[src/verilog/irf_cfg.svh]
// Offsets, field positions, reset values and timing counts of the request flag logic
`ifndef IRF_CFG_SVH
`define IRF_CFG_SVH
`define IRF_NSRC 8
`define IRF_ADDR_W 16
`define IRF_VEC_ADDR 16'h0000
`define IRF_CTRL_BASE 16'h0050
`define IRF_TRA_CTRL 16'h0056
`define IRF_STAT_ADDR 16'h0060
`define IRF_MASK_ADDR 16'h0061
`define IRF_SP_ADDR 16'h0062
`define IRF_FILT_DIV_ADDR 16'h0063
`define IRF_FLAG_BIT 3
`define IRF_LVL_LSB 0
`define IRF_PIN_POL_BIT 4
`define IRF_PIN_FILT_BIT 5
`define IRF_SP_RESET 16'h0000
`define IRF_FILT_STABLE 3
`define IRF_EV_SPURIOUS 0
`define IRF_EV_VECREAD 1
`define IRF_EV_BADSP 2
`endif

[src/verilog/irf_pkg.sv]
// Types shared by the request flag logic
package irf_pkg;
  typedef struct packed {
    logic [7:0] number;
    logic [2:0] level;
    logic valid;
  } irf_vec_s;
  typedef enum logic [1:0] {
    IRF_ST_IDLE,
    IRF_ST_REQ,
    IRF_ST_ACK
  } irf_state_e;
endpackage

[src/verilog/irf_core.sv]
// Interrupt request flag logic: control registers, priority choice, acknowledge path
`timescale 1ns/1ps
`include "irf_cfg.svh"
////////////////////////////////////////////////////////////////////////////////
// Summary of operation
// RULE1 - Acknowledge fetch at 00000h clears acknowledged flag
// RULE2 - Program read of 00000h clears top enabled
// RULE3 - Software never reads address 00000h
// RULE4 - Stack pointer resets to 0000h, needs loading
// RULE5 - Source, polarity or timing change may set flag
// RULE6 - Software clears flag after changing source
// RULE7 - Software disables peripheral before changing source
// RULE8 - Each source-change step is separate write
// RULE9 - Wait three filter samples before clearing flag
// RULE10 - Rewrite control only with no request
// RULE11 - Request during non-flag rewrite is kept
// RULE12 - Clear pending flag by writing zero
// RULE13 - Delay global unmask until write takes effect
// RULE14 - Pin pulses meet minimum width
// RULE15 - Filtered pin accepted after three stable samples
// RULE16 - Request core for highest level above processor
module irf_core (
  // Clock, enable and reset
  input wire logic clk,
  input wire logic ce,
  input wire logic reset,
  // Register port
  input wire logic [15:0] addr,
  input wire logic [7:0] wdata,
  input wire logic wr,
  input wire logic rd,
  output logic [7:0] rdata,
  // Core handshake
  input wire logic ack,
  input wire logic [2:0] cpu_level,
  output logic irq_req,
  output logic [7:0] irq_number,
  output logic [2:0] irq_level,
  // Sources: 4 peripherals, 4 pins (ext 0..1, key 0..1)
  input wire logic [3:0] periph_event,
  input wire logic [1:0] ext_irq_pin,
  input wire logic [1:0] key_irq_pin,
  // Status interrupt
  output logic irq_out
);
  localparam int N = `IRF_NSRC;
  logic [7:0] ctrl_r [N];
  logic [N-1:0] hw_set;
  logic [N-1:0] pin_ev;
  logic [N-1:0] src_change;
  logic [2:0] stat_r;
  logic [2:0] mask_r;
  logic [15:0] sp_r;
  logic sp_loaded_r;
  logic [7:0] div_r;
  logic [7:0] divc_r;
  logic tick_r;
  irf_pkg::irf_vec_s best;
  irf_pkg::irf_state_e state_r;
  logic [2:0] ev;
  logic [2:0] win;
  logic [7:0] rd_nxt;
  logic vec_read;
  logic [N-1:0] clr_vec;
  logic [3:0] pin_in;

  function automatic logic is_ctrl(input logic [15:0] a);
    return a >= `IRF_CTRL_BASE && a < `IRF_CTRL_BASE + 16'(N);
  endfunction

  function automatic logic [2:0] ctrl_idx(input logic [15:0] a);
    return 3'(a - `IRF_CTRL_BASE);
  endfunction

  ////////////////////////////////////////////////////////////////////////////////
  // Filter sample clock divider
  always_ff @(posedge clk) begin
    if (reset) begin
      divc_r <= 8'h00;
      tick_r <= 1'b0;
    end else if (ce) begin
      tick_r <= (divc_r == div_r);
      divc_r <= (divc_r == div_r) ? 8'h00 : divc_r + 8'h01;
    end
  end

  genvar g;
  generate
    for (g = 0; g < 4; g++) begin : gen_pin
      irf_pin_filter u_filt (
        .clk(clk),
        .reset(reset),
        .ce(ce),
        .sample_tick(tick_r),
        .filt_en(ctrl_r[4+g][`IRF_PIN_FILT_BIT]),
        .active_high(ctrl_r[4+g][`IRF_PIN_POL_BIT]),
        .pin(pin_in[g]),
        .edge_pulse(pin_ev[4+g])
      );
    end
  endgenerate
  assign pin_ev[3:0] = 4'h0;
  assign pin_in = {key_irq_pin, ext_irq_pin};

  // A polarity change alters the pin's source and may raise a flag
  always_comb begin
    src_change = '0;
    for (int i = 4; i < N; i++) begin
      src_change[i] = wr && is_ctrl(addr) && ctrl_idx(addr) == 3'(i) &&
        (wdata[`IRF_PIN_POL_BIT] != ctrl_r[i][`IRF_PIN_POL_BIT]); // [RULE5]
    end
    hw_set = {pin_ev[7:4], periph_event} | src_change;
  end

  ////////////////////////////////////////////////////////////////////////////////
  // Priority choice over set flags above processor level
  always_comb begin
    best = '0;
    for (int i = 0; i < N; i++) begin
      if (ctrl_r[i][`IRF_FLAG_BIT] && ctrl_r[i][2:0] > cpu_level &&
          (!best.valid || ctrl_r[i][2:0] > best.level)) begin // [RULE16]
        best.valid = 1'b1;
        best.level = ctrl_r[i][2:0];
        best.number = 8'(i);
      end
    end
  end

  assign vec_read = rd && addr == `IRF_VEC_ADDR;
  always_comb begin
    clr_vec = '0;
    if (vec_read && best.valid) begin
      clr_vec[best.number[2:0]] = 1'b1; // [RULE1] [RULE2]
    end
  end

  ////////////////////////////////////////////////////////////////////////////////
  // Control registers; hardware set wins over any write
  always_ff @(posedge clk) begin
    if (reset) begin
      for (int i = 0; i < N; i++) begin
        ctrl_r[i] <= 8'h00;
      end
    end else if (ce) begin
      for (int i = 0; i < N; i++) begin
        if (wr && is_ctrl(addr) && ctrl_idx(addr) == 3'(i)) begin
          ctrl_r[i] <= wdata;
          // A write clears the flag only with zero; writing one keeps old value
          ctrl_r[i][`IRF_FLAG_BIT] <= ctrl_r[i][`IRF_FLAG_BIT] & wdata[`IRF_FLAG_BIT]; // [RULE12]
        end
        if (clr_vec[i]) begin
          ctrl_r[i][`IRF_FLAG_BIT] <= 1'b0;
        end
        if (hw_set[i]) begin
          ctrl_r[i][`IRF_FLAG_BIT] <= 1'b1; // [RULE11]
        end
      end
    end
  end

  // Stack pointer and filter sample divider
  always_ff @(posedge clk) begin
    if (reset) begin
      sp_r <= `IRF_SP_RESET; // [RULE4]
      sp_loaded_r <= 1'b0;
      div_r <= 8'h00;
    end else if (ce) begin
      if (wr && addr == `IRF_SP_ADDR) begin
        sp_r <= {sp_r[7:0], wdata};
        sp_loaded_r <= 1'b1;
      end
      if (wr && addr == `IRF_FILT_DIV_ADDR) begin
        div_r <= wdata;
      end
    end
  end

  ////////////////////////////////////////////////////////////////////////////////
  // Core request handshake
  always_ff @(posedge clk) begin
    if (reset) begin
      state_r <= irf_pkg::IRF_ST_IDLE;
      irq_req <= 1'b0;
      irq_number <= 8'h00;
      irq_level <= 3'd0;
    end else if (ce) begin
      unique case (state_r)
        irf_pkg::IRF_ST_IDLE: begin
          if (best.valid && sp_loaded_r) begin // [RULE4]
            state_r <= irf_pkg::IRF_ST_REQ;
            irq_req <= 1'b1;
            irq_number <= best.number;
            irq_level <= best.level;
          end
        end
        irf_pkg::IRF_ST_REQ: begin
          irq_number <= best.number;
          irq_level <= best.level;
          if (ack) begin
            state_r <= irf_pkg::IRF_ST_ACK;
          end else if (!best.valid) begin
            state_r <= irf_pkg::IRF_ST_IDLE;
            irq_req <= 1'b0;
          end
        end
        irf_pkg::IRF_ST_ACK: begin
          if (vec_read) begin
            state_r <= irf_pkg::IRF_ST_IDLE;
            irq_req <= 1'b0;
          end
        end
      endcase
    end
  end

  ////////////////////////////////////////////////////////////////////////////////
  // Status events and interrupt
  assign ev[`IRF_EV_SPURIOUS] = |src_change;
  assign ev[`IRF_EV_VECREAD] = vec_read && state_r != irf_pkg::IRF_ST_ACK;
  assign ev[`IRF_EV_BADSP] = best.valid && !sp_loaded_r;
  assign win = (wr && addr == `IRF_STAT_ADDR) ? wdata[2:0] : 3'b000;

  always_ff @(posedge clk) begin
    if (reset) begin
      stat_r <= 3'b000;
      mask_r <= 3'b000;
      irq_out <= 1'b0;
    end else if (ce) begin
      stat_r <= (stat_r & ~win) | ev;
      if (wr && addr == `IRF_MASK_ADDR) begin
        mask_r <= wdata[2:0];
      end
      irq_out <= |(((stat_r & ~win) | ev) & mask_r);
    end
  end

  ////////////////////////////////////////////////////////////////////////////////
  // Read data, one cycle after the strobe
  always_comb begin
    rd_nxt = 8'h00;
    if (addr == `IRF_VEC_ADDR) begin
      rd_nxt = best.valid ? {best.number[4:0], best.level} : 8'h00;
    end else if (is_ctrl(addr)) begin
      rd_nxt = ctrl_r[ctrl_idx(addr)];
    end else if (addr == `IRF_STAT_ADDR) begin
      rd_nxt = {5'd0, stat_r};
    end else if (addr == `IRF_MASK_ADDR) begin
      rd_nxt = {5'd0, mask_r};
    end else if (addr == `IRF_SP_ADDR) begin
      rd_nxt = sp_r[7:0];
    end else if (addr == `IRF_FILT_DIV_ADDR) begin
      rd_nxt = div_r;
    end
  end

  always_ff @(posedge clk) begin
    if (reset) begin
      rdata <= 8'h00;
    end else if (ce) begin
      rdata <= rd ? rd_nxt : 8'h00;
    end
  end

  a_vec_clears: assert property (@(posedge clk) disable iff (reset) // [RULE2]
    ce && vec_read && best.valid && !hw_set[best.number[2:0]] |=>
    !ctrl_r[$past(best.number[2:0])][`IRF_FLAG_BIT])
    else $error("vector read did not clear flag");
  a_req_level: assert property (@(posedge clk) disable iff (reset) // [RULE16]
    irq_req && state_r == irf_pkg::IRF_ST_REQ |->
    irq_level > $past(cpu_level) || !$past(ce))
    else $error("request at or below processor level");
  a_sp_block: assert property (@(posedge clk) disable iff (reset) // [RULE4]
    !sp_loaded_r |-> !irq_req)
    else $error("request before stack pointer loaded");
  a_set_wins: assert property (@(posedge clk) disable iff (reset) // [RULE11]
    ce && hw_set[0] |=> ctrl_r[0][`IRF_FLAG_BIT])
    else $error("hardware set lost");
  a_pol_spur: assert property (@(posedge clk) disable iff (reset) // [RULE5]
    ce && src_change[4] |=> ctrl_r[4][`IRF_FLAG_BIT])
    else $error("source change did not set flag");
  a_one_keeps: assert property (@(posedge clk) disable iff (reset) // [RULE12]
    ce && wr && addr == `IRF_CTRL_BASE && !ctrl_r[0][`IRF_FLAG_BIT] && !hw_set[0] |=>
    !ctrl_r[0][`IRF_FLAG_BIT])
    else $error("write of one set flag");
  a_ack_fetch: assert property (@(posedge clk) disable iff (reset) // [RULE1]
    ce && state_r == irf_pkg::IRF_ST_ACK && vec_read |=> !irq_req)
    else $error("request held after acknowledge fetch");
  a_irq_level: assert property (@(posedge clk) disable iff (reset) // [RULE5]
    ce && |(stat_r & mask_r) && win == 3'b000 |=> irq_out)
    else $error("interrupt output low with unmasked status");
endmodule

[src/verilog/irf_pin_filter.sv]
// Synchroniser, optional three-sample digital filter and edge detect for one pin
`timescale 1ns/1ps
`include "irf_cfg.svh"
module irf_pin_filter (
  // Clock and control
  input wire logic clk,
  input wire logic reset,
  input wire logic ce,
  input wire logic sample_tick,
  input wire logic filt_en,
  input wire logic active_high,
  // Pin and event
  input wire logic pin,
  output logic edge_pulse
);
  logic sync1_r;
  logic sync2_r;
  logic [1:0] cnt_r;
  logic level_r;
  logic last_r;
  logic cand;

  always_ff @(posedge clk) begin
    if (reset) begin
      sync1_r <= 1'b0;
      sync2_r <= 1'b0;
    end else if (ce) begin
      sync1_r <= pin;
      sync2_r <= sync1_r;
    end
  end

  assign cand = active_high ? sync2_r : ~sync2_r;

  // Level accepted only after three stable samples when filtering
  always_ff @(posedge clk) begin
    if (reset) begin
      cnt_r <= 2'd0;
      // Level a cleared synchroniser shows through the reset polarity; no false edge
      level_r <= 1'b1;
    end else if (ce) begin
      if (!filt_en) begin
        level_r <= cand;
        cnt_r <= 2'd0;
      end else if (sample_tick) begin
        if (cand == level_r) begin
          cnt_r <= 2'd0;
        end else if (cnt_r == 2'(`IRF_FILT_STABLE - 1)) begin
          level_r <= cand; // [RULE15]
          cnt_r <= 2'd0;
        end else begin
          cnt_r <= cnt_r + 2'd1;
        end
      end
    end
  end

  always_ff @(posedge clk) begin
    if (reset) begin
      last_r <= 1'b1;
      edge_pulse <= 1'b0;
    end else if (ce) begin
      last_r <= level_r;
      edge_pulse <= level_r & ~last_r;
    end
  end
endmodule

[config.mk]
export PLATFORM = sky130hd
export DESIGN_NAME = irf_core
export DESIGN_NICKNAME = d
export VERILOG_FILES = /design/src/verilog/irf_pkg.sv /design/src/verilog/irf_core.sv /design/src/verilog/irf_pin_filter.sv
export VERILOG_INCLUDE_DIRS = /design/src /design/src/verilog
export SDC_FILE = /design/constraint.sdc
export NUM_CORES = 1
export LEC_CHECK = 0
export ABC_CLOCK_PERIOD_IN_PS = 13560
export BUFFER_PORTS_ARGS = -buffer_cell sky130_fd_sc_hd__buf_2
export CORE_MARGIN = 3
export CORE_UTILIZATION = 61
export DETAILED_ROUTE_END_ITERATION = 8
export HOLD_SLACK_MARGIN = 0.06
export PLACE_DENSITY = 0.92
export RECOVER_POWER = 100
export SLEW_MARGIN = 20
export SYNTH_ARGS = -nofsm -noshare
export SYNTH_HDL_FRONTEND = slang
export SYNTH_SLANG_ARGS = --single-unit
[constraint.sdc]
create_clock -name clk -period 13.56 [get_ports clk]
set_input_delay 1.356 -clock clk [delete_from_list [all_inputs] [get_ports clk]]
set_output_delay 1.356 -clock clk [all_outputs]
set_load 0.01 [all_outputs]
==> run_summary.xml, run 1 <==
<?xml version="1.0" encoding="UTF-8"?>
<metrics>
  <group name="place">
    <metric name="routabilityCongestion" unit="">0.936</metric>
    <metric name="io_buffers" unit="">56</metric>
    <metric name="dpl.hpwl" unit="um">15900</metric>
  </group>
  <group name="floorplanning">
    <metric name="die_area" unit="um2">15200</metric>
    <metric name="initial_core_util" unit="%">62.9</metric>
    <metric name="dieWidth" unit="um">123</metric>
    <metric name="floorplan.io_pins" unit="">62</metric>
    <metric name="die_y" unit="um">123</metric>
    <metric name="rows" unit="">42</metric>
    <metric name="placeableCoreArea" unit="um2">13300</metric>
  </group>
  <group name="sta">
    <metric name="final.setup_skew" unit="ns">0.00844</metric>
    <metric name="finalCriticalPeriod" unit="ns">12.73</metric>
    <metric name="fmaxAchievable" unit="MHz">78.5</metric>
    <metric name="unrepaired_setup_endpoints_after_global_routing" unit="">no</metric>
    <metric name="setup_violations_final" unit="">0</metric>
    <metric name="worst-slew-pin-transition" unit="ns">3.09</metric>
    <metric name="slew_headroom" unit="%">-106</metric>
    <metric name="min_period_over_period" unit="%">93.9</metric>
    <metric name="final_max_slew_viol_count" unit="">138</metric>
    <metric name="timing.final.hold_violations" unit="">0</metric>
    <metric name="post_route_setup_tns" unit="ns">0</metric>
  </group>
  <group name="clocking">
    <metric name="resized_cells_post_cts" unit="">0</metric>
    <metric name="cts_buffers" unit="">17</metric>
    <metric name="hold_buffers" unit="">0</metric>
    <metric name="clock-sinks" unit="">142</metric>
    <metric name="cts_setup_buffers" unit="">0</metric>
    <metric name="clock_tree.root_cell" unit="">clkbuf_16</metric>
    <metric name="clock_path_buffers" unit="">2</metric>
    <metric name="cts_tree" unit="">built</metric>
    <metric name="clk_pin_slew_worst_paths" unit="ns">0.06</metric>
    <metric name="clk_latency" unit="ns">0.43</metric>
    <metric name="htree_num_levels" unit="">4</metric>
  </group>
  <group name="critical_path">
    <metric name="critical_path.max_stage_delay" unit="ns">0.56</metric>
    <metric name="cpMaxStageDelayCell" unit="">or4_4</metric>
    <metric name="worst_setup_path_start_kind" unit="">input port</metric>
    <metric name="worst-path-max-fanout" unit="">14</metric>
    <metric name="top_cell_by_count_worst_path" unit="">ha_1</metric>
    <metric name="endpoint_kind" unit="">register</metric>
    <metric name="cp.required" unit="ns">13.68</metric>
    <metric name="worst-endpoint-arrival" unit="ns">12.85</metric>
    <metric name="criticalPathCategory" unit="">input port to register</metric>
  </group>
  <group name="grt">
    <metric name="largest_net_degree_at_the_start_of_global_routing" unit="">66</metric>
    <metric name="first_global_vias" unit="">6896</metric>
    <metric name="grt_pass1_wl" unit="um">35600</metric>
    <metric name="globalRouteTotalUtil" unit="%">30.4</metric>
    <metric name="antenna_found_initial" unit="">1</metric>
    <metric name="globalRouteOverflowTotal" unit="">0</metric>
  </group>
  <group name="flow_run">
    <metric name="drv_cap" unit="">3</metric>
  </group>
  <group name="power_and_ir_drop">
    <metric name="peak_ir_drop_on_the_vdd_network" unit="V">0.000106</metric>
    <metric name="post-layout-total-power" unit="mW">1.15</metric>
    <metric name="cellPowerDensity" unit="nW/um2">123</metric>
    <metric name="p_leak" unit="nW">3.56</metric>
  </group>
  <group name="finish">
    <metric name="nNetsFinal" unit="">1007</metric>
    <metric name="antenna_cells_inserted" unit="">0</metric>
    <metric name="flow.area_growth_from_synthesis" unit="%">10.7</metric>
    <metric name="share_of_cells_above_drive_strength_1" unit="%">12.5</metric>
    <metric name="multi_input_area" unit="um2">4570</metric>
    <metric name="num-fill-cells" unit="">969</metric>
    <metric name="layout.area.seq" unit="um2">3480</metric>
  </group>
  <group name="synthesis">
    <metric name="cells_after_synthesis" unit="">869</metric>
    <metric name="yosysMostFrequentCell" unit="">nor2_1</metric>
    <metric name="postSynth.asyncResetShare" unit="%">0</metric>
    <metric name="synth_enable_flop_cells" unit="">64</metric>
    <metric name="synth.lib_cells_used.distinct" unit="">77</metric>
    <metric name="synthesis.yosys.warnings" unit="">0</metric>
    <metric name="netlist.top_cell.by_area" unit="">edfxtp_1</metric>
    <metric name="postSynthRegisterBits" unit="">142</metric>
    <metric name="synthTopCellsByCount" unit="">nor2_1 (144), dfxtp_1 (78), nand2_1 (74), edfxtp_1 (64), mux2i_1 (57)</metric>
    <metric name="synth_top_family_by_area" unit="">simple AND/OR/NAND/NOR gates</metric>
    <metric name="synth.yosys.seq_area_share" unit="%">41.5</metric>
    <metric name="synth_compound_gate_area_share" unit="%">15.5</metric>
    <metric name="synthFlopType" unit="">dfxtp_1</metric>
    <metric name="synth_simple_gate_area_share" unit="%">17.2</metric>
    <metric name="synthDominantCellAreaShare" unit="%">22.9</metric>
    <metric name="ranking_of_synthesized_cells_by_area" unit="">edfxtp_1 (23%), dfxtp_1 (19%), ha_1 (7.3%)</metric>
    <metric name="yosys.area_share.adder" unit="%">7.30</metric>
    <metric name="synthesis.area" unit="um2">8400</metric>
    <metric name="synth_area_per_cell" unit="um2">9.67</metric>
    <metric name="synth_xor_xnor_area_share" unit="%">2.82</metric>
    <metric name="synthMuxAreaShare" unit="%">11.6</metric>
  </group>
  <group name="drt">
    <metric name="routedWlPerCell" unit="um">20.8</metric>
    <metric name="wirelength" unit="um">23000</metric>
    <metric name="detail_route.iter0.violations" unit="">1083</metric>
    <metric name="drt_pass1_iterations" unit="">6</metric>
    <metric name="detail_route.vias_per_cell" unit="">6.54</metric>
    <metric name="drt.antenna.violating_nets" unit="">0</metric>
    <metric name="drc_errors" unit="">0</metric>
    <metric name="detailroute.via_count" unit="">7234</metric>
  </group>
  <group name="status">
    <metric name="failed_checks" unit="">max-capacitance violations, max-slew violations</metric>
    <metric name="result_of_the_run" unit="">finished with violations</metric>
  </group>
  <group name="hold_path">
    <metric name="timing.hold.worst.class" unit="">register to register</metric>
  </group>
</metrics>
report_power, final:
part / total [mW] / leakage (nW) / internal, mW / switching (mW)
clock network: 0.459 / 0.290 / 0.268 / 0.191
registers: 0.481 / 1.25 / 0.464 / 0.0171
logic: 0.208 / 2.03 / 0.0823 / 0.126
stage by stage:
stage	setup slack (ns)	hold slack, ns	instance area [um2]	util [%]	cells
6_report	0.828	0.483	9300	69.7	1106
5_1_grt	0.0244	0.496	9300	69.7	1106
4_1_cts	1.08	0.482	9360	70.1	1106
3_5_place_dp	0.686	0.468	8780	65.8	1074
3_3_place_gp	1.03	0.444	8780	65.8	1074
2_1_floorplan	2.22	0.429	8420	-	873
worst max-delay path, delay by kind of cell:
family | cells | cell delay (ns)
AOI/OAI and AO/OA | 36 | 6.84
adders and majority gates | 8 | 2.27
and+or+nand+nor | 8 | 1.57
buffers and inverters | 5 | 0.64
muxes | 1 | 0.16
routing by layer:
metal | up-vias | track usage (%) | wire length (um)
li1 | 3276 | - | -
met1 | 3377 | 39.3 | 8820
met2 | 476 | 49.4 | 11000
met3 | 103 | 6.63 | 2280
met4 | 2 | 13.2 | 895
met5 | - | 0 | 7
registers in the layout (all words and copies together) (netlist names):
register	cells
tick_r	1
gen_pin.u_filt.cnt_r	8
gen_pin.u_filt.sync2_r	4
irq_req	1
irq_level	3
irq_out	1
state_r	2
irq_number	3
stat_r	3
div_r	8
divc_r	8
mask_r	3
gen_pin.u_filt.edge_pulse	4
sp_loaded_r	1
rdata	8
gen_pin.u_filt.level_r	4
ctrl_r	64
gen_pin.u_filt.sync1_r	4
gen_pin.u_filt.last_r	4
sp_r	8
cell type report:
type	count	area share [%]
inverters	42	1.70
multi-input cells	652	49.2
repair buffers	62	3.11
well taps	176	2.37
clock buffers	20	4.92
flip-flops and latches	142	37.5
clock inverters	12	1.29
path summary, 6_finish.rpt:
check | cells past startpoint | slack (ns) | end | startpoint
worst max-delay path | 58 | 0.83 | ctrl_r[1][3]$_SDFFCE_PN0P_ | cpu_level[2]
worst min-delay path | 2 | 0.48 | irq_out$_SDFFE_PP0P_ | mask_r[2]$_SDFFE_PP0P_
worst min register to register | 2 | 0.48 | irq_out$_SDFFE_PP0P_ | mask_r[2]$_SDFFE_PP0P_
worst max register to register | 57 | 1.55 | ctrl_r[1][3]$_SDFFCE_PN0P_ | ctrl_r[0][1]$_SDFFCE_PN0P_
placed cells by master (no fill, tap or decap), types with 4 or more instances in the layout:
cell,n
o21a_1,9
buf_2,39
nand2b_1,10
nor3_1,12
nor4_1,5
inv_1,42
a21oi_1,36
nand3_1,21
mux2i_1,57
clkbuf_1,23
ha_1,49
xnor2_1,22
a21o_1,7
conb_1,5
o21ai_0,30
xor2_1,5
clkbuf_16,18
nand2_1,74
nor2_1,146
edfxtp_1,64
o22ai_1,8
nor2_2,4
a32oi_1,4
a211oi_1,4
a31oi_1,6
a221oi_1,5
o21ai_1,10
nor2b_1,11
nand4_1,7
nand3b_1,4
dfxtp_1,78
a22oi_1,12
mux4_2,18
o21ai_2,4
o2111ai_1,4
a311oi_1,4
a221o_1,5
kinds of logic (layout without fill, tap and decap cells):
group / Yosys count / in the layout
other: 1 / 5
XOR/XNOR: 27 / 27
AND/OR/NAND/NOR: 313 / 313
multiplexers: 75 / 75
adder cells (fa/ha/maj): 49 / 49
AO/OA/AOI/OAI: 183 / 183
buffers and inverters: 79 / 136
flip-flops: 142 / 142
Note: power is estimated with default switching activity, not from simulation.
==> run 2, diff against run 1 <==
--- a/config.mk
+++ b/config.mk
@@ -17,4 +17,5 @@
 export SLEW_MARGIN = 20
 export SYNTH_ARGS = -nofsm -noshare
 export SYNTH_HDL_FRONTEND = slang
+export SYNTH_HIERARCHICAL = 1
 export SYNTH_SLANG_ARGS = --single-unit
==> run 2 against run 1 <==
  * The run still ends with max-capacitance violations, max-slew violations left
  * Critical path depth up 1
  * Non-clock buffer count down 3
  * Register-to-register slack better by 0.14 ns
  * Count of clock-buffer cells in the layout down 1
  * Sequential share of layout area down 0.49 points
  * Largest cell class unchanged
==> run_summary.xml, run 2 <==
<?xml version="1.0" encoding="UTF-8"?>
<metrics>
  <group name="floorplanning">
    <metric name="rows" unit="">42</metric>
    <metric name="die_y" unit="um">124</metric>
    <metric name="dieWidth" unit="um">124</metric>
    <metric name="floorplan.io_pins" unit="">62</metric>
    <metric name="initial_core_util" unit="%">63.2</metric>
    <metric name="placeableCoreArea" unit="um2">13500</metric>
    <metric name="die_area" unit="um2">15400</metric>
  </group>
  <group name="finish">
    <metric name="num-fill-cells" unit="">968</metric>
    <metric name="flow.area_growth_from_synthesis" unit="%">10.8</metric>
    <metric name="nNetsFinal" unit="">992</metric>
    <metric name="antenna_cells_inserted" unit="">0</metric>
    <metric name="layout.area.seq" unit="um2">3480</metric>
    <metric name="layoutNonFillerInstCount" unit="">1091</metric>
    <metric name="share_of_cells_above_drive_strength_1" unit="%">12.6</metric>
    <metric name="most_flops_register" unit="">ctrl_r</metric>
    <metric name="postLayoutCoreUtil" unit="%">70.0</metric>
    <metric name="finalInstanceArea" unit="um2">9420</metric>
    <metric name="most-common-layout-cells" unit="">nor2_1 (131), dfxtp_1 (78), edfxtp_1 (64), mux2i_1 (50)</metric>
    <metric name="multi_input_area" unit="um2">4660</metric>
    <metric name="mostFrequentLayoutCell" unit="">nor2_1</metric>
    <metric name="flip_flop_count_of_the_largest_register_after_layout" unit="">64</metric>
  </group>
  <group name="clocking">
    <metric name="cts_buffers" unit="">17</metric>
    <metric name="clk_pin_slew_worst_paths" unit="ns">0.06</metric>
    <metric name="resized_cells_post_cts" unit="">0</metric>
    <metric name="hold_buffers" unit="">0</metric>
    <metric name="htree_num_levels" unit="">4</metric>
    <metric name="clk_latency" unit="ns">0.43</metric>
    <metric name="clock_path_buffers" unit="">2</metric>
    <metric name="clock-sinks" unit="">142</metric>
    <metric name="cts_tree" unit="">built</metric>
    <metric name="clock_tree.root_cell" unit="">clkbuf_16</metric>
    <metric name="cts_setup_buffers" unit="">0</metric>
  </group>
  <group name="synthesis">
    <metric name="cells_after_synthesis" unit="">855</metric>
    <metric name="netlist.top_cell.by_area" unit="">edfxtp_1</metric>
    <metric name="synthFlopType" unit="">dfxtp_1</metric>
    <metric name="synthTopCellsByCount" unit="">nor2_1 (130), dfxtp_1 (78), edfxtp_1 (64), mux2i_1 (50)</metric>
    <metric name="synthDominantCellAreaShare" unit="%">22.6</metric>
    <metric name="synthesis.yosys.warnings" unit="">6</metric>
    <metric name="postSynth.asyncResetShare" unit="%">0</metric>
    <metric name="ranking_of_synthesized_cells_by_area" unit="">edfxtp_1 (23%), dfxtp_1 (18%), ha_1 (7.2%)</metric>
    <metric name="synthesis.area" unit="um2">8500</metric>
    <metric name="synth.yosys.seq_area_share" unit="%">41.0</metric>
    <metric name="synth_area_per_cell" unit="um2">9.94</metric>
    <metric name="yosysMostFrequentCell" unit="">nor2_1</metric>
    <metric name="synth_enable_flop_cells" unit="">64</metric>
    <metric name="synth.lib_cells_used.distinct" unit="">82</metric>
    <metric name="postSynthRegisterBits" unit="">142</metric>
  </group>
  <group name="critical_path">
    <metric name="critical_path.max_stage_delay" unit="ns">0.42</metric>
    <metric name="regToRegStartpoint" unit="">ctrl_r[0][1]$_SDFFCE_PN0P_</metric>
    <metric name="startpoint" unit="">cpu_level[2]</metric>
    <metric name="worst-path-max-fanout" unit="">13</metric>
    <metric name="cpMaxStageDelayCell" unit="">nor3_2</metric>
    <metric name="top_cell_by_count_worst_path" unit="">ha_1</metric>
    <metric name="worst-endpoint-arrival" unit="ns">12.74</metric>
    <metric name="worst_setup_path_start_kind" unit="">input port</metric>
    <metric name="endpoint_kind" unit="">register</metric>
    <metric name="cp.required" unit="ns">13.68</metric>
    <metric name="criticalPathCategory" unit="">input port to register</metric>
  </group>
  <group name="grt">
    <metric name="first_global_vias" unit="">6977</metric>
    <metric name="globalRouteTotalUtil" unit="%">30.0</metric>
    <metric name="antenna_found_initial" unit="">0</metric>
    <metric name="largest_net_degree_at_the_start_of_global_routing" unit="">61</metric>
    <metric name="globalRouteOverflowTotal" unit="">0</metric>
    <metric name="grt_pass1_wl" unit="um">35400</metric>
  </group>
  <group name="sta">
    <metric name="final_max_slew_viol_count" unit="">118</metric>
    <metric name="fmaxAchievable" unit="MHz">79.2</metric>
    <metric name="slew_headroom" unit="%">-91.4</metric>
    <metric name="worst-slew-pin-transition" unit="ns">2.87</metric>
    <metric name="finalCriticalPeriod" unit="ns">12.62</metric>
    <metric name="hold_ws" unit="ns">0.464</metric>
    <metric name="final.setup.worst_slack" unit="ns">0.939</metric>
    <metric name="unrepaired_setup_endpoints_after_global_routing" unit="">no</metric>
    <metric name="min_period_over_period" unit="%">93.1</metric>
    <metric name="post_route_setup_tns" unit="ns">0</metric>
    <metric name="timing.final.hold_violations" unit="">0</metric>
    <metric name="setup_violations_final" unit="">0</metric>
    <metric name="final.setup_skew" unit="ns">0.00826</metric>
  </group>
  <group name="drt">
    <metric name="wirelength" unit="um">22300</metric>
    <metric name="routedLengthMet1" unit="um">8650</metric>
    <metric name="routedWlPerCell" unit="um">20.4</metric>
    <metric name="detailroute.via_count" unit="">7204</metric>
    <metric name="detail_route.iter0.violations" unit="">922</metric>
    <metric name="drt_pass1_iterations" unit="">6</metric>
    <metric name="wl_met3" unit="um">1870</metric>
    <metric name="top_layer_used" unit="">met4</metric>
    <metric name="met2RoutedLength" unit="um">10900</metric>
    <metric name="drt.antenna.violating_nets" unit="">0</metric>
    <metric name="drc_errors" unit="">0</metric>
    <metric name="detail_route.vias_per_cell" unit="">6.60</metric>
  </group>
  <group name="power_and_ir_drop">
    <metric name="post-layout-total-power" unit="mW">1.16</metric>
    <metric name="cellPowerDensity" unit="nW/um2">123</metric>
    <metric name="p_leak" unit="nW">3.59</metric>
    <metric name="peak_ir_drop_on_the_vdd_network" unit="V">0.000130</metric>
  </group>
  <group name="hold_path">
    <metric name="hp-start" unit="">gen_pin[1].u_filt/last_r$_SDFFE_PP1P_</metric>
    <metric name="timing.hold.worst.class" unit="">register to register</metric>
  </group>
  <group name="place">
    <metric name="routabilityCongestion" unit="">0.951</metric>
    <metric name="io_buffers" unit="">56</metric>
    <metric name="post_dp_cell_area" unit="um2">8850</metric>
    <metric name="placed_cells" unit="">1059</metric>
    <metric name="dpl.hpwl" unit="um">16000</metric>
    <metric name="placement.setup.worst_slack" unit="ns">0.399</metric>
  </group>
  <group name="status">
    <metric name="result_of_the_run" unit="">finished with violations</metric>
    <metric name="failed_checks" unit="">max-capacitance violations, max-slew violations</metric>
  </group>
  <group name="flow_run">
    <metric name="drv_cap" unit="">2</metric>
  </group>
</metrics>
[run 2: cell count changes in the layout (fill, tap and decap cells not counted), sizes merged, moves of 14 or more]
cell    before  now
nand2       74   49
nor2       150  133
a21oi       38   24
nand2b      10   24
o21ai       44   30
[run 2: routing by layer]
metal  up-vias  global-route usage (%)
met4         0                    13.3
met5         -                       0
met2       405                    50.4
li1       3267                       -
met3        95                    6.54
met1      3437                    37.2
[run 2: cell families (layout without fill, tap and decap cells)]
logic type                 Yosys count  count (layout)  synth area share (%)
and+or+nand+nor                    316             316                  18.2
AOI/OAI and AO/OA                  170             170                  15.8
DFF                                142             142                  41.0
buffers and inverters               84             140                  4.40
muxes                               69              69                  10.9
adders and majority gates           49              49                  7.21
xor gates and xnor gates            24              24                  2.47
other                                1               5                0.0441
[run 2: worst max-delay path, delay by kind of cell]
kind | cells | cell delay (ns)
buffers and inverters | 4 | 0.59
adder cells (fa/ha/maj) | 8 | 2.14
AND/OR/NAND/NOR | 15 | 2.75
AO/OA/AOI/OAI | 32 | 5.88
[run 2: worst paths after layout]
path                                            to  slack, ns  depth (start not counted)
min reg2reg  gen_pin[1].u_filt/last_r$_SDFFE_PP1P_       0.46                          2
max reg2reg             ctrl_r[3][3]$_SDFFCE_PN0P_       1.69                         56
max                     ctrl_r[3][3]$_SDFFCE_PN0P_       0.94                         59
min          gen_pin[1].u_filt/last_r$_SDFFE_PP1P_       0.46                          2
[run 2: layout make-up]
cell class / count / area share [%]
clock buffer: 19 / 4.93
clock inverter: 13 / 1.49
inverter: 49 / 1.95
multi-input combinational: 633 / 49.4
sequential: 142 / 37.0
tap: 176 / 2.34
timing repair buffer: 59 / 2.91
[run 2: power by group]
part,internal (mW),switching [mW],leakage (nW),total [mW]
Sequential,0.464,0.0164,1.25,0.480
Combinational,0.0821,0.123,2.04,0.205
Clock,0.276,0.196,0.301,0.472
Total,0.821,0.335,3.59,1.16
==> run 3, diff against run 2 <==
--- a/config.mk
+++ b/config.mk
@@ -6,16 +6,15 @@
 export SDC_FILE = /design/constraint.sdc
 export NUM_CORES = 1
 export LEC_CHECK = 0
-export ABC_CLOCK_PERIOD_IN_PS = 13560
+export ABC_CLOCK_PERIOD_IN_PS = 10450
 export BUFFER_PORTS_ARGS = -buffer_cell sky130_fd_sc_hd__buf_2
 export CORE_MARGIN = 3
-export CORE_UTILIZATION = 61
+export CORE_UTILIZATION = 55
 export DETAILED_ROUTE_END_ITERATION = 8
 export HOLD_SLACK_MARGIN = 0.06
-export PLACE_DENSITY = 0.92
+export PLACE_DENSITY = 0.88
 export RECOVER_POWER = 100
 export SLEW_MARGIN = 20
 export SYNTH_ARGS = -nofsm -noshare
 export SYNTH_HDL_FRONTEND = slang
-export SYNTH_HIERARCHICAL = 1
 export SYNTH_SLANG_ARGS = --single-unit
==> constraint.sdc (replaced) <==
create_clock -name clk -period 10.45 [get_ports clk]
set_input_delay 1.045 -clock clk [delete_from_list [all_inputs] [get_ports clk]]
set_output_delay 1.045 -clock clk [all_outputs]
set_load 0.01 [all_outputs]
==> run 3 against run 2 <==
  * The flow finishes with violations (max-capacitance violations, max-slew violations, negative setup slack)
  * Sequential share of layout area fell by 2.2 points
  * First-iteration DRC count increased by 16%
  * Largest power group unchanged
  * Global-route usage fell by 2.0 points
  * Critical path depth down 1
  * Cell area rose by 6.2%
  * Critical endpoint is now ctrl_r[1][3]$_SDFFCE_PN0P_
==> run_summary.xml, run 3 (synthesized netlist as in run 1, its figures left out) <==
<?xml version="1.0" encoding="UTF-8"?>
<metrics>
  <group name="power_and_ir_drop">
    <metric name="sequential_cell_fraction_of_total_power" unit="%">40.8</metric>
    <metric name="peak_ir_drop_on_the_vdd_network" unit="V">0.000118</metric>
    <metric name="internal_dissipation" unit="mW">1.08</metric>
    <metric name="power.share.clock" unit="%">35.0</metric>
    <metric name="power.switching_fraction" unit="%">29.6</metric>
    <metric name="p_leak" unit="nW">3.90</metric>
    <metric name="net-switching-power" unit="mW">0.454</metric>
    <metric name="cellPowerDensity" unit="nW/um2">153</metric>
    <metric name="comb_power_share" unit="%">24.3</metric>
  </group>
  <group name="drt">
    <metric name="detailroute.via_count" unit="">7643</metric>
    <metric name="drt.antenna.violating_nets" unit="">0</metric>
    <metric name="wirelength" unit="um">24500</metric>
    <metric name="detail_route.iter0.violations" unit="">1073</metric>
    <metric name="drt_pass1_iterations" unit="">6</metric>
    <metric name="routedWlPerCell" unit="um">20.9</metric>
    <metric name="detail_route.vias_per_cell" unit="">6.53</metric>
    <metric name="drc_errors" unit="">0</metric>
  </group>
  <group name="place">
    <metric name="routabilityCongestion" unit="">0.967</metric>
    <metric name="placed_cells" unit="">1129</metric>
    <metric name="io_buffers" unit="">56</metric>
    <metric name="dpl.hpwl" unit="um">16500</metric>
  </group>
  <group name="sta">
    <metric name="unrepaired_setup_endpoints_after_global_routing" unit="">yes</metric>
    <metric name="finalCriticalPeriod" unit="ns">10.93</metric>
    <metric name="final.setup_skew" unit="ns">0.00801</metric>
    <metric name="hold_ws" unit="ns">0.475</metric>
    <metric name="slew_headroom" unit="%">-98.4</metric>
    <metric name="timing.final.hold_violations" unit="">0</metric>
    <metric name="setup_violations_final" unit="">18</metric>
    <metric name="final_max_slew_viol_count" unit="">106</metric>
    <metric name="final.setup.worst_slack" unit="ns">-0.476</metric>
    <metric name="min_period_over_period" unit="%">105</metric>
    <metric name="fmaxAchievable" unit="MHz">91.5</metric>
    <metric name="worst-slew-pin-transition" unit="ns">2.98</metric>
  </group>
  <group name="clocking">
    <metric name="clock_path_buffers" unit="">2</metric>
    <metric name="clk_latency" unit="ns">0.42</metric>
    <metric name="htree_num_levels" unit="">4</metric>
    <metric name="clock_tree.root_cell" unit="">clkbuf_16</metric>
    <metric name="clk_pin_slew_worst_paths" unit="ns">0.06</metric>
    <metric name="clock-sinks" unit="">142</metric>
    <metric name="hold_buffers" unit="">0</metric>
    <metric name="cts_tree" unit="">built</metric>
    <metric name="cts_buffers" unit="">17</metric>
  </group>
  <group name="finish">
    <metric name="layout.area.seq" unit="um2">3480</metric>
    <metric name="multi_input_area" unit="um2">4870</metric>
    <metric name="num-fill-cells" unit="">1063</metric>
    <metric name="share_of_cells_above_drive_strength_1" unit="%">22.2</metric>
    <metric name="most_flops_register" unit="">ctrl_r</metric>
    <metric name="mostFrequentLayoutCell" unit="">nor2_1</metric>
    <metric name="antenna_cells_inserted" unit="">0</metric>
    <metric name="layoutNonFillerInstCount" unit="">1171</metric>
    <metric name="postLayoutCoreUtil" unit="%">67.8</metric>
    <metric name="nNetsFinal" unit="">1065</metric>
    <metric name="most-common-layout-cells" unit="">nor2_1 (143), dfxtp_1 (78), nand2_1 (70), edfxtp_1 (64)</metric>
    <metric name="flow.area_growth_from_synthesis" unit="%">19.2</metric>
    <metric name="flip_flop_count_of_the_largest_register_after_layout" unit="">64</metric>
  </group>
  <group name="hold_path">
    <metric name="timing.hold.worst.class" unit="">register to register</metric>
  </group>
  <group name="critical_path">
    <metric name="criticalPathCategory" unit="">input port to register</metric>
    <metric name="regToRegStartpoint" unit="">ctrl_r[0][1]$_SDFFCE_PN0P_</metric>
    <metric name="critical_path_cell_count" unit="">58</metric>
    <metric name="critical_path.max_stage_delay" unit="ns">0.56</metric>
    <metric name="critical_path.n_buffers_inverters" unit="">5</metric>
    <metric name="worst_setup_path_start_kind" unit="">input port</metric>
    <metric name="startpoint" unit="">cpu_level[1]</metric>
    <metric name="cp.required" unit="ns">10.56</metric>
    <metric name="r2r_setup_slack" unit="ns">-0.27</metric>
    <metric name="endpoint_kind" unit="">register</metric>
    <metric name="worst-path-max-fanout" unit="">4</metric>
    <metric name="r2r.worst_path.cells" unit="">56</metric>
    <metric name="worst-endpoint-arrival" unit="ns">11.04</metric>
    <metric name="critPathCapture" unit="">ctrl_r[1][3]$_SDFFCE_PN0P_</metric>
    <metric name="timing.critical_path.max_delay_family" unit="">compound AO/OA/AOI/OAI gates</metric>
    <metric name="critical_path.reg2reg.endpoint" unit="">ctrl_r[1][3]$_SDFFCE_PN0P_</metric>
    <metric name="cpMaxStageDelayCell" unit="">or4_4</metric>
    <metric name="top_cell_by_count_worst_path" unit="">o21ai_2</metric>
  </group>
  <group name="floorplanning">
    <metric name="die_y" unit="um">130</metric>
    <metric name="dieWidth" unit="um">130</metric>
    <metric name="floorplan.io_pins" unit="">62</metric>
    <metric name="initial_core_util" unit="%">56.9</metric>
    <metric name="placeableCoreArea" unit="um2">14800</metric>
    <metric name="rows" unit="">44</metric>
    <metric name="die_area" unit="um2">16800</metric>
  </group>
  <group name="grt">
    <metric name="first_global_vias" unit="">7188</metric>
    <metric name="grt_pass1_wl" unit="um">36700</metric>
    <metric name="globalRouteOverflowTotal" unit="">0</metric>
    <metric name="globalRouteTotalUtil" unit="%">27.9</metric>
    <metric name="antenna_found_initial" unit="">0</metric>
    <metric name="largest_net_degree_at_the_start_of_global_routing" unit="">66</metric>
  </group>
  <group name="status">
    <metric name="result_of_the_run" unit="">finished with violations</metric>
    <metric name="failed_checks" unit="">max-capacitance violations, max-slew violations, negative setup slack</metric>
  </group>
  <group name="flow_run">
    <metric name="drv_cap" unit="">2</metric>
  </group>
</metrics>
[run 3: cell types whose count changed in the layout (fill, tap and decap cells not counted), sizes merged, moves of 13 or more]
cell / previous run / this run
buf: 40 / 100
nand2: 49 / 74
nor2: 133 / 150
a21oi: 24 / 38
nand2b: 24 / 10
o21ai: 30 / 44
inv: 58 / 45
[run 3: area by class of cell]
| type | instances | area share (%) |
|---|---|---|
| inverter | 42 | 1.65 |
| timing repair buffer | 120 | 7.43 |
| clock buffer | 21 | 4.50 |
| multi-input combinational | 652 | 48.7 |
| clock inverter | 10 | 0.650 |
| sequential | 142 | 34.8 |
| tap | 184 | 2.30 |
[run 3: tightest hold or removal path, cell delays in order (launching register included)]
cell,delay [ns]
dfxtp_1,0.32
mux2i_1,0.07
nand2_1,0.06
[run 3: routing by layer]
| layer | GRT usage [%] | part of all wire, % | up-vias |
|---|---|---|---|
| met5 | 0 | 0 | - |
| met1 | 36.1 | 38 | 3641 |
| met4 | 10.5 | 4.2 | 0 |
| li1 | - | - | 3383 |
| met3 | 5.61 | 9.8 | 111 |
| met2 | 46.7 | 48 | 508 |
[run 3: worst min-delay path by stage]
| stage | from | end | cells after the start |
|---|---|---|---|
| detailed placement | gen_pin[3].u_filt.last_r$_SDFFE_PP1P_ | gen_pin[3].u_filt.last_r$_SDFFE_PP1P_ | 2 |
| finish | gen_pin[2].u_filt.last_r$_SDFFE_PP1P_ | gen_pin[2].u_filt.last_r$_SDFFE_PP1P_ | 2 |
| global placement | gen_pin[2].u_filt.last_r$_SDFFE_PP1P_ | gen_pin[2].u_filt.last_r$_SDFFE_PP1P_ | 2 |
| CTS | gen_pin[2].u_filt.last_r$_SDFFE_PP1P_ | gen_pin[2].u_filt.last_r$_SDFFE_PP1P_ | 2 |
| floorplan | gen_pin[2].u_filt.edge_pulse$_SDFFE_PP0P_ | gen_pin[2].u_filt.edge_pulse$_SDFFE_PP0P_ | 2 |
| global route | gen_pin[1].u_filt.last_r$_SDFFE_PP1P_ | gen_pin[1].u_filt.last_r$_SDFFE_PP1P_ | 2 |
[run 3: through the flow]
stage | worst slack (ns) | instance area [um2] | total power, mW | setup TNS, ns
3_3_place_gp | -0.0997 | 9260 | 0.943 | -0.233
2_1_floorplan | -0.260 | 8540 | 0.839 | -0.582
5_1_grt | -0.980 | 10000 | 1.58 | -13.48
4_1_cts | 0.00392 | 9780 | 1.48 | 0
3_5_place_dp | -0.424 | 9260 | 0.953 | -3.01
6_report | -0.476 | 10000 | 1.53 | -2.64
[run 3: timing repair]
| item | in CTS | in global routing |
|---|---|---|
| buffers inserted | 1 | 10 |
| endpoints found under the hold margin | 0 | 0 |
| pin swaps | 1 | 51 |
| endpoints found under the setup margin | 1 | 22 |
| cloned | 0 | 0 |
| gates resized for setup | 0 | 43 |
[run 3: power by group through the flow]
stage          Sequential, mW  Combinational, mW  Clock, mW
4_1_cts                 0.623              0.322      0.533
3_3_place_gp            0.633              0.310          0
6_report                0.625              0.372      0.536
3_5_place_dp            0.635              0.318          0
2_1_floorplan           0.625              0.214          0
5_1_grt                 0.627              0.397      0.559
